===== src/xadle_pkg.sv =====
// constants for the xor and direction-load execute block
// assumes a 14-bit instruction word and an 8-bit data path
package xadle_pkg;
   localparam logic [13:0] XOR_IMM_MASK    = 14'h3F00;
   localparam logic [13:0] XOR_IMM_MATCH   = 14'h3A00;
   localparam logic [13:0] XOR_FILE_MASK   = 14'h3F00;
   localparam logic [13:0] XOR_FILE_MATCH  = 14'h0600;
   localparam logic [13:0] DIR_LOAD_MASK   = 14'h3FF8;
   localparam logic [13:0] DIR_LOAD_MATCH  = 14'h0060;
   localparam int          DEST_BIT        = 7;
   localparam logic [2:0]  DIR_SEL_LOW     = 3'h5;
   localparam logic [2:0]  DIR_SEL_HIGH    = 3'h7;
   // file addresses at which the direction registers are also reachable
   localparam logic [6:0]  DIR_FILE_ADDR_A = 7'h05;
   localparam logic [6:0]  DIR_FILE_ADDR_B = 7'h06;
   localparam logic [6:0]  DIR_FILE_ADDR_C = 7'h07;
   localparam logic [7:0]  ACC_RESET       = 8'h00;
   localparam logic [7:0]  DIR_RESET       = 8'hFF;
   localparam logic        ZERO_RESET      = 1'h0;
endpackage


===== src/xadle_core.sv =====
// execute stage for immediate xor, file xor and direction load
// assumes one instruction presented per enabled cycle; file data read combinationally
`timescale 1ns/100ps
module xadle_core
   import xadle_pkg::*;
(
   input  wire logic        ref_clk,
   input  wire logic        resetn,
   input  wire logic        clkEn,
   input  wire logic        instrValid,
   input  wire logic [13:0] instrWord,
   input  wire logic [7:0]  fileRdData,
   output logic      [6:0]  fileAddr,
   output logic      [7:0]  fileWrData,
   output logic             fileWrEn,
   output logic      [7:0]  accumulator,
   output logic             zeroFlag,
   output logic      [7:0]  portDirA,
   output logic      [7:0]  portDirB,
   output logic      [7:0]  portDirC,
   output logic      [7:0]  dirRdData
);
   logic [7:0] next_accumulator;
   logic       next_zeroFlag;
   logic [7:0] next_portDirA;
   logic [7:0] next_portDirB;
   logic [7:0] next_portDirC;
   logic [6:0] next_fileAddr;
   logic [7:0] next_fileWrData;
   logic       next_fileWrEn;
   logic [7:0] next_dirRdData;
   logic       isImm;
   logic       isFile;
   logic       isDir;
   logic [7:0] fileOperand;
   logic [7:0] result;
   logic [6:0] addrField;

   assign addrField = instrWord[6:0];

   always_comb
   begin
      isImm  = instrValid && ((instrWord & XOR_IMM_MASK) == XOR_IMM_MATCH);
      isFile = instrValid && ((instrWord & XOR_FILE_MASK) == XOR_FILE_MATCH);
      isDir  = instrValid && ((instrWord & DIR_LOAD_MASK) == DIR_LOAD_MATCH)
               && (instrWord[2:0] >= DIR_SEL_LOW) && (instrWord[2:0] <= DIR_SEL_HIGH);
      // direction registers answer their file addresses instead of the data file
      if (addrField == DIR_FILE_ADDR_A)
         fileOperand = portDirA;
      else if (addrField == DIR_FILE_ADDR_B)
         fileOperand = portDirB;
      else if (addrField == DIR_FILE_ADDR_C)
         fileOperand = portDirC;
      else
         fileOperand = fileRdData;
      result = 8'h00;
      next_accumulator = accumulator;
      next_zeroFlag    = zeroFlag;
      next_portDirA    = portDirA;
      next_portDirB    = portDirB;
      next_portDirC    = portDirC;
      next_fileAddr    = addrField;
      next_fileWrData  = fileWrData;
      next_fileWrEn    = 1'b0;
      next_dirRdData   = fileOperand;
      if (isImm)
      begin
         result           = accumulator ^ instrWord[7:0];
         next_accumulator = result;
         next_zeroFlag    = (result == 8'h00);
      end
      else if (isFile)
      begin
         result        = accumulator ^ fileOperand;
         next_zeroFlag = (result == 8'h00);
         if (!instrWord[DEST_BIT])
            next_accumulator = result;
         else if (addrField == DIR_FILE_ADDR_A)
            next_portDirA = result;
         else if (addrField == DIR_FILE_ADDR_B)
            next_portDirB = result;
         else if (addrField == DIR_FILE_ADDR_C)
            next_portDirC = result;
         else
         begin
            next_fileWrEn   = 1'b1;
            next_fileWrData = result;
         end
      end
      else if (isDir)
      begin
         if (instrWord[2:0] == DIR_SEL_LOW)
            next_portDirA = accumulator;
         else if (instrWord[2:0] == DIR_SEL_HIGH)
            next_portDirC = accumulator;
         else
            next_portDirB = accumulator;
      end
   end

   always_ff @(posedge ref_clk)
   begin
      if (!resetn)
      begin
         accumulator <= ACC_RESET;
         zeroFlag    <= ZERO_RESET;
         portDirA    <= DIR_RESET;
         portDirB    <= DIR_RESET;
         portDirC    <= DIR_RESET;
         fileAddr    <= 7'h00;
         fileWrData  <= 8'h00;
         fileWrEn    <= 1'b0;
         dirRdData   <= 8'h00;
      end
      else if (clkEn)
      begin
         accumulator <= next_accumulator;
         zeroFlag    <= next_zeroFlag;
         portDirA    <= next_portDirA;
         portDirB    <= next_portDirB;
         portDirC    <= next_portDirC;
         fileAddr    <= next_fileAddr;
         fileWrData  <= next_fileWrData;
         fileWrEn    <= next_fileWrEn;
         dirRdData   <= next_dirRdData;
      end
   end

   // helper decodes sampled for checks
   logic       pImm;
   logic       pFile;
   logic       pDir;
   // reset is sampled here too: disable iff alone reads it late at the release edge
   assign pImm  = resetn && clkEn && isImm;
   assign pFile = resetn && clkEn && isFile;
   assign pDir  = resetn && clkEn && isDir;
endmodule


===== config.mk =====
export PLATFORM = sky130hd
export DESIGN_NAME = xadle_core
export DESIGN_NICKNAME = d
export VERILOG_FILES = /design/src/xadle_pkg.sv /design/src/xadle_core.sv
export SDC_FILE = /design/constraint.sdc
export NUM_CORES = 1
export LEC_CHECK = 0
export ABC_AREA = 1
export BUFFER_PORTS_ARGS = -buffer_cell sky130_fd_sc_hd__clkbuf_2
export CAP_MARGIN = 20
export CORE_UTILIZATION = 45
export DETAILED_ROUTE_END_ITERATION = 10
export PLACE_DENSITY = 0.7
export RECOVER_POWER = 50
export SKIP_CTS_REPAIR_TIMING = 1
export SYNTH_ARGS = -nofsm -noshare
export SYNTH_HDL_FRONTEND = slang
export SYNTH_SLANG_ARGS = --single-unit

===== constraint.sdc =====
create_clock -name ref_clk -period 2 [get_ports ref_clk]
set_input_delay 0.3 -clock ref_clk [delete_from_list [all_inputs] [get_ports ref_clk]]
set_output_delay 0.3 -clock ref_clk [all_outputs]
set_load 0.01 [all_outputs]

==> results of run 1 <==
==> area by class of cell <==
| type | count | area [um2] | area share |
|---|---|---|---|
| well taps | 77 | 96.34 | 0.02537 |
| multi-input cells | 304 | 1568 | 0.4128 |
| inverters | 81 | 304.0 | 0.08007 |
| repair buffers | 103 | 513.0 | 0.1351 |
| clock buffers | 14 | 162.7 | 0.04283 |
| flip-flops and latches | 57 | 1141 | 0.3005 |
| clock inverters | 2 | 12.51 | 0.003295 |
==> stage by stage <==
stage	cells	utilization	setup WS, ns	TNS [ns]	area (um2)
after global routing	638	0.5847	0.09915	0	3797
after floorplan	458	-	0.3763	0	3102
final	638	0.5847	0.2707	0	3797
after CTS	638	0.5951	0.2785	0	3865
after detailed placement	622	0.5681	-0.08219	-0.2026	3690
after global placement	622	0.5681	-0.04011	-0.1136	3690
==> synth_stat cells, types with 2 or more instances <==
cell type,count
inv_1,75
nand2_1,63
dfxtp_1,57
o21ai_0,52
a21oi_1,49
nor2_1,39
nand3_1,19
nand2_2,17
o21ai_1,13
nand3b_1,11
clkbuf_1,9
nor2_2,6
inv_2,5
xor2_1,5
nand3_2,4
nor3_1,4
o21ai_2,4
o22ai_1,4
buf_4,3
buf_2,2
buf_6,2
nand4_1,2
nand4_2,2
nor4_1,2
xnor2_1,2
==> registers in the layout (all words and copies together), names as in the netlist <==
| register | count |
|---|---|
| accumulator | 8 |
| dirRdData | 8 |
| fileAddr | 7 |
| fileWrData | 8 |
| fileWrEn | 1 |
| portDirA | 8 |
| portDirB | 8 |
| portDirC | 8 |
| zeroFlag | 1 |
==> worst reg2reg max path, stage by stage (launching register included) <==
cell and delay [ns]:
dfxtp_1 0.38, inv_1 0.06, nand3_1 0.08, nand2_1 0.06, nor2_1 0.09, nand2_1 0.10, nand2_1 0.10, nand2_1 0.07
nand2_2 0.10, nand2_1 0.06, o21ai_1 0.20, o21ai_0 0.12
==> path summary, 6_finish.rpt <==
kind,start,end,slack [ns],cells past startpoint
min reg2reg,fileWrEn,fileWrEn,0.47,2
max,instrWord[5],portDirA[1],0.27,12
max reg2reg,portDirC[2],portDirA[2],0.47,11
min,instrWord[3],fileAddr[3],0.27,3
==> cells by family after synthesis <==
logic type             count (synthesis)  synth area share
AND/OR/NAND/NOR                      172            0.2747
AO/OA/AOI/OAI                        125            0.2110
buffers and inverters                 97            0.1267
flip-flops                            57            0.3679
XOR/XNOR                               7           0.01977
==> power by group through the flow <==
| stage | logic [mW] | clock network [mW] | registers [mW] |
|---|---|---|---|
| after global routing | 0.301 | 1.04 | 1.17 |
| final | 0.272 | 0.996 | 1.17 |
| after detailed placement | 0.277 | 0 | 1.20 |
| after CTS | 0.279 | 1.00 | 1.17 |
| after global placement | 0.274 | 0 | 1.20 |
| after floorplan | 0.142 | 0 | 1.21 |
==> routing by layer <==
metal  wire (um)  vias up  GRT usage
met5           0        -          0
met4         304        0     0.1217
met3         467       23    0.04864
met2        4241      121     0.4340
met1        4223     1537     0.3366
li1            -     1682          -
==> run_results.csv, run 1 <==
group,metric,value,unit
setup_path,crit_fanout,12,
synthesis,synth_edf_count,0,
clocking,cts_tree,"built",
power,design_power_total,2.439,mW
power,power_switching,667.2,uW
global_routing,grt_usage,0.2641,
finish,final_cell_mix,"inv_1, nand2_1, dfxtp_1",
timing,relSlewSlack,0.3709,
finish,nNetsFinal,582,
finish,final_common_cell,"inv_1",
detailed_routing,avgViaCountPerCell,5.271,
setup_path,startpoint_type,"input pin",
power,cellLeakagePower,1.851,nW
clocking,root_buffer,"clkbuf_8",
setup_path,cp_common_cell,"nand2_1",
global_routing,grt_pass1_vias,3076,
synthesis,syn_avg_cell_area,6.772,um2
finish,antennaDiodeCount,0,
power,seq_power_share,0.480,
clocking,clkLatencyLatePin,0.35,ns
timing,rsz0062_at_grt,"no",
finish,fillCellCount,691,
floorplan,pin_count,83,
timing,fin_crit_sh,0.8647,
timing,hold_ws,0.2665,ns
detailed_routing,ant_nets,0,
power,internal-power,1.772,mW
setup_path,critPathRequiredTime,2.22,ns
floorplan,start_util,0.4776,
setup_path,cp_num_buf_inv,3,
placed_design,hpwl,7073,um
timing,setup-violations-final,0,
setup_path,cp_slowest_cell,"o21ai_1",
clocking,cts_buffers,9,
power,p_clk_frac,0.408,
global_routing,grt_overflow,0,
floorplan,row_count,29,
detailed_routing,drtPass1Iterations,4,
timing,drv_slew,0,
job,cap_violations,0,
detailed_routing,routed_wl,9236,um
synthesis,ys_warn_count,0,
setup_path,crit_family,"simple AND/OR/NAND/NOR gates",
synthesis,synth_top_area_frac,0.3679,
placed_design,gp_congestion,0.8919,
hold_path,min_path_type,"input pin to register",
synthesis,synth_cell_types,32,
synthesis,async_reset_ff_frac,0,
detailed_routing,drtIter0Drc,173,
floorplan,core,0.006495,mm2
global_routing,grt_pass1_wl,14680,um
clocking,numClockSinks,57,
outcome,status,"finished, final reports clean",
synthesis,synth_top_area_cell,"dfxtp_1",
synthesis,syn-cell-area,0.003102,mm2
detailed_routing,drt-wirelength-per-cell,14.48,um
power,power.density,642.3,mW/mm2
timing,hold_violations,0,
power,switching_share,0.2736,
detailed_routing,via_count,3363,
synthesis,synth_flop_cell,"dfxtp_1",
setup_path,path_cells,"clkbuf_2 > inv_1 > nand3_1 > nor2_2 > buf_12 > nor2_1 > nand2_1 > nand2_1 > nand2_1 > nand2_2 > o21ai_1 > o21ai_0",
synthesis,syn_inst,458,
setup_path,cp-end-kind,"register",
clocking,htreeDepth,3,
power,combPwrFrac,0.111,
clocking,clockBufferDepth,2,
synthesis,ys_ff_latch,57,
setup_path,cp_slowest_stage_delay,0.30,ns
setup_path,arrival,1.95,ns
detailed_routing,drc,0,
finish,syn2layout_area_growth,22.43,%
clocking,clk_pin_slew_worst_paths,0.07,ns
timing,worstMarginPinSlew,0.9436,ns
setup_path,worstSetupPathType,"input pin to register",
synthesis,ys_seq_area_frac,0.3679,
synthesis,synth_nets,484,
timing,finClkSkew,0.007805,ns
floorplan,die_x,85.02,um
synthesis,yosys-top-cells-area,"dfxtp_1, inv_1, o21ai_0",
timing,fmax,578.3,MHz
floorplan,dieArea,0.007228,mm2
placed_design,numPortBuffers,82,
timing,layout_min_cycle_time,1.729,ns
global_routing,grt_max_degree,30,
global_routing,antenna_found_initial,0,
floorplan,die_h,85.02,um
finish,drive_gt1_frac,0.1889,
power,irDropWorstVdd,0.3978,mV
Power figures use the tool's default switching activity.
==> run 2, diff against run 1 <==
==> constraint.sdc (replaced) <==
create_clock -name ref_clk -period 2 [get_ports ref_clk]
set_input_delay 0.3 -clock ref_clk [delete_from_list [all_inputs] [get_ports ref_clk]]
set_output_delay 0.3 -clock ref_clk [all_outputs]
set_load 0.005 [all_outputs]
==> run 2 against run 1 <==
  * Wire length increased by 0.16%
  * Total power decreased by 0.25%
  * Critical path type unchanged
  * Non-clock buffer count unchanged
  * Count of clock-buffer cells in the layout unchanged
  * Combinational power decreased by 2%
==> run_results.csv, run 2 (synthesis results as in run 1) <==
group,metric,value,unit
timing,setup-violations-final,0,
finish,antennaDiodeCount,0,
hold_path,min_path_type,"input pin to register",
timing,finClkSkew,0.006458,ns
finish,drive_gt1_frac,0.2442,
setup_path,cp_slowest_cell,"o21ai_1",
floorplan,die_h,85.02,um
outcome,status,"finished, final reports clean",
clocking,clockBufferDepth,2,
global_routing,grt_max_degree,30,
finish,syn2layout_area_growth,23.68,%
setup_path,cp_num_buf_inv,3,
clocking,clk_pin_slew_worst_paths,0.07,ns
global_routing,grt_pass1_vias,3076,
finish,final_area,0.003836,mm2
detailed_routing,drtPass1Iterations,5,
clocking,numClockSinks,57,
floorplan,start_util,0.4776,
placed_design,numPortBuffers,82,
finish,final_common_cell,"inv_1",
detailed_routing,drt-wirelength-per-cell,14.50,um
clocking,cts_tree,"built",
placed_design,place_area,0.003690,mm2
detailed_routing,via_count,3371,
placed_design,hpwl,7073,um
timing,hold_violations,0,
setup_path,critPathRequiredTime,2.23,ns
detailed_routing,routed_wl,9251,um
detailed_routing,ant_nets,0,
timing,hold_ws,0.2666,ns
floorplan,row_count,29,
clocking,root_buffer,"clkbuf_8",
global_routing,antenna_found_initial,0,
setup_path,cp_slowest_stage_delay,0.31,ns
detailed_routing,drtIter0Drc,190,
setup_path,path_cells,"clkbuf_2 > inv_1 > nand3_1 > nor2_2 > buf_12 > nor2_1 > nand2_1 > nand2_1 > nand2_1 > nand2_2 > o21ai_1 > o21ai_0",
timing,rsz0062_at_grt,"no",
setup_path,startpoint_type,"input pin",
timing,fin_crit_sh,0.8703,
placed_design,gp_congestion,0.8919,
finish,nNetsFinal,582,
setup_path,cp_common_cell,"nand2_1",
power,cellLeakagePower,1.940,nW
power,irDropWorstVdd,0.3918,mV
finish,instances_no_fill,638,
placed_design,dpl.cell_count,622,
global_routing,grt_overflow,0,
setup_path,crit_fanout,12,
global_routing,grt_pass1_wl,14680,um
floorplan,dieArea,0.007228,mm2
clocking,clkLatencyLatePin,0.35,ns
timing,drv_slew,0,
floorplan,die_x,85.02,um
floorplan,core,0.006495,mm2
timing,layout_min_cycle_time,1.741,ns
clocking,htreeDepth,3,
job,cap_violations,0,
setup_path,worstSetupPathType,"input pin to register",
detailed_routing,drc,0,
detailed_routing,avgViaCountPerCell,5.284,
floorplan,pin_count,83,
timing,worstMarginPinSlew,0.9676,ns
timing,fmax,574.5,MHz
global_routing,grt_usage,0.2641,
timing,relSlewSlack,0.3550,
finish,final_cell_mix,"inv_1, nand2_1, clkbuf_2",
setup_path,arrival,1.97,ns
clocking,cts_buffers,9,
power,power.density,634.2,mW/mm2
setup_path,crit_family,"simple AND/OR/NAND/NOR gates",
setup_path,cp-end-kind,"register",
run 2: cell counts in the layout (fill, tap and decap cells not counted):
Identical to the previous run, type by type.
run 2: power by group:
part | switching (mW) | internal, mW
Combinational | 0.167 | 0.0989
Sequential | 0.0130 | 1.16
Clock | 0.479 | 0.517
Total | 0.659 | 1.77
run 2: final timing paths:
path                start  slack [ns]  cells past startpoint          end
max          instrWord[5]        0.26                     12  portDirA[1]
min          instrWord[3]        0.27                      3  fileAddr[3]
max reg2reg   portDirC[2]        0.48                     11  portDirA[2]
min reg2reg      fileWrEn        0.48                      2     fileWrEn
run 2: layout make-up:
type | instances | area [um2]
timing repair buffer | 103 | 551.8
fill | 673 | 2659
inverter | 81 | 304.0
clock inverter | 2 | 12.51
sequential | 57 | 1141
clock buffer | 14 | 162.7
tap | 77 | 96.34
multi-input combinational | 304 | 1568
run 2: worst reg2reg max path: cells and delay by family, from the launching register on:
family	cells	cell delay, ns
AO/OA/AOI/OAI	2	0.31
AND/OR/NAND/NOR	8	0.66
flip-flops	1	0.38
buffers and inverters	1	0.06
run 2: through the flow:
step	setup TNS, ns	setup slack [ns]	power [mW]	util
after floorplan	0	0.3763	1.339	-
after global placement	-0.1136	-0.04011	1.462	0.5681
after detailed placement	-0.2026	-0.08219	1.465	0.5681
after CTS	0	0.2785	2.442	0.5951
after global routing	0	0.09915	2.512	0.5906
final	0	0.2593	2.433	0.5906
run 2: routing by layer:
layer | GRT usage | routed length [um] | share of wire | vias to the layer above
li1 | - | - | - | 1676
met1 | 0.3366 | 4088 | 0.44 | 1539
met2 | 0.4340 | 4225 | 0.46 | 132
met3 | 0.04864 | 627 | 0.068 | 24
met4 | 0.1217 | 311 | 0.034 | 0
met5 | 0 | 0 | 0 | -
==> run 3, diff against run 2 <==
--- a/config.mk
+++ b/config.mk
@@ -6,11 +6,10 @@
 export NUM_CORES = 1
 export LEC_CHECK = 0
 export ABC_AREA = 1
-export BUFFER_PORTS_ARGS = -buffer_cell sky130_fd_sc_hd__clkbuf_2
 export CAP_MARGIN = 20
 export CORE_UTILIZATION = 45
 export DETAILED_ROUTE_END_ITERATION = 10
-export PLACE_DENSITY = 0.7
+export DONT_BUFFER_PORTS = 1
 export RECOVER_POWER = 50
 export SKIP_CTS_REPAIR_TIMING = 1
 export SYNTH_ARGS = -nofsm -noshare
==> run 3 against run 2 <==
  * Combinational power down 32%
  * Highest routed layer unchanged
  * Setup slack improved by 0.11 ns
  * Count of clock-buffer cells in the layout down 3
  * Core utilization is 6.3 points lower
  * Clock power increased by 34%
  * Largest cell class unchanged
  * Register-to-register slack better by 0.04 ns
==> run_results.csv, run 3 (synthesis results as in run 1) <==
group,metric,value,unit
outcome,status,"finished, final reports clean",
setup_path,worstSetupPathType,"input pin to register",
finish,syn2layout_area_growth,10.41,%
global_routing,grt_overflow,0,
power,power.density,784.7,mW/mm2
clocking,htreeDepth,3,
setup_path,arrival,1.94,ns
power,irDropWorstVdd,0.4262,mV
detailed_routing,drc,0,
placed_design,hpwl,6970,um
floorplan,core,0.006495,mm2
finish,antennaDiodeCount,0,
floorplan,die_h,85.02,um
clocking,clk_pin_slew_worst_paths,0.07,ns
global_routing,grt_pass1_vias,2714,
setup_path,path_cells,"inv_1 > nor2_2 > nand3_1 > nor3_1 > nand2_2 > o21ai_1 > nand2_1 > inv_2 > o21ai_0 > o22ai_1 > nand2_1 > inv_1",
clocking,numClockSinks,57,
detailed_routing,drt-wirelength-per-cell,17.00,um
timing,layout_min_cycle_time,1.634,ns
setup_path,critPathRequiredTime,2.30,ns
floorplan,start_util,0.4776,
finish,nNetsFinal,488,
power,design_power_total,2.687,mW
detailed_routing,drtPass1Iterations,5,
timing,drv_slew,0,
global_routing,antenna_found_initial,0,
floorplan,die_x,85.02,um
detailed_routing,routed_wl,9250,um
timing,hold_violations,0,
job,cap_violations,0,
clocking,clkLatencyLatePin,0.35,ns
detailed_routing,avgViaCountPerCell,5.430,
setup_path,cp_num_buf_inv,3,
finish,final_cell_mix,"inv_1, nand2_1, dfxtp_1",
timing,finClkSkew,0.004717,ns
setup_path,cp-end-kind,"register",
hold_path,min_path_type,"input pin to register",
detailed_routing,via_count,2954,
timing,fin_tns_setup,0,ns
clocking,cts_buffers,9,
timing,fmax,611.8,MHz
timing,fin_crit_sh,0.8172,
power,cellLeakagePower,1.635,nW
detailed_routing,drtIter0Drc,198,
setup_path,crit_family,"simple AND/OR/NAND/NOR gates",
finish,final_common_cell,"inv_1",
clocking,cts_tree,"built",
timing,hold_ws,0.03168,ns
clocking,root_buffer,"clkbuf_8",
global_routing,grt_usage,0.2697,
setup_path,startpoint_type,"input pin",
global_routing,grt_pass1_wl,14690,um
timing,worstMarginPinSlew,0.4656,ns
finish,drive_gt1_frac,0.1392,
timing,relSlewSlack,0.6896,
global_routing,grt_max_degree,45,
timing,setup-violations-final,0,
floorplan,row_count,29,
floorplan,pin_count,83,
setup_path,cp_slowest_cell,"nand2_1",
timing,rsz0062_at_grt,"no",
placed_design,gp_congestion,0.9191,
setup_path,crit_fanout,9,
setup_path,cp_slowest_stage_delay,0.24,ns
clocking,clockBufferDepth,2,
floorplan,dieArea,0.007228,mm2
placed_design,numPortBuffers,0,
detailed_routing,ant_nets,0,
[run 3: per-stage QoR]
stage,worst slack [ns],cell area [um2],utilization,cells
detailed placement,0.08420,3189,0.4910,528
CTS,0.4376,3425,0.5273,544
global placement,0.03582,3189,0.4910,528
finish,0.3655,3425,0.5273,544
floorplan,0.3763,3102,-,458
global route,0.2287,3425,0.5273,544
[run 3: metal layers]
layer,GRT usage,vias up,share of wire
met3,0.07296,15,0.090
met1,0.3418,1318,0.44
met5,0,-,0
li1,-,1498,-
met2,0.4326,123,0.45
met4,0.1140,0,0.018
[run 3: worst paths after layout]
check                           slack (ns)             end         start  depth (start not counted)
worst max-delay path                  0.37  accumulator[6]  instrWord[9]                         12
worst min-delay path                  0.03     fileAddr[6]         clkEn                          1
worst max register to register        0.52  accumulator[3]   portDirB[3]                          9
worst min register to register        0.50        fileWrEn      fileWrEn                          2
[run 3: final cells by class]
| type | instances | area [um2] |
|---|---|---|
| Fill cell | 684 | 3070 |
| Multi-Input combinational cell | 304 | 1568 |
| Sequential cell | 57 | 1141 |
| Inverter | 81 | 304.0 |
| Clock buffer | 11 | 131.4 |
| Clock inverter | 5 | 103.9 |
| Tap cell | 77 | 96.34 |
| Timing Repair Buffer | 9 | 80.08 |
[run 3: where the power goes]
| group | internal (mW) | switching (mW) | total, mW |
|---|---|---|---|
| logic | 0.0611 | 0.121 | 0.182 |
| clock network | 0.829 | 0.501 | 1.33 |
| registers | 1.16 | 0.0177 | 1.18 |
[run 3: worst register-to-register path: cells and delay by family, from the launching register on]
kind,cells,cell delay [ns]
buffers and inverters,2,0.10
AO/OA/AOI/OAI,3,0.52
flip-flops,1,0.38
AND/OR/NAND/NOR,4,0.36
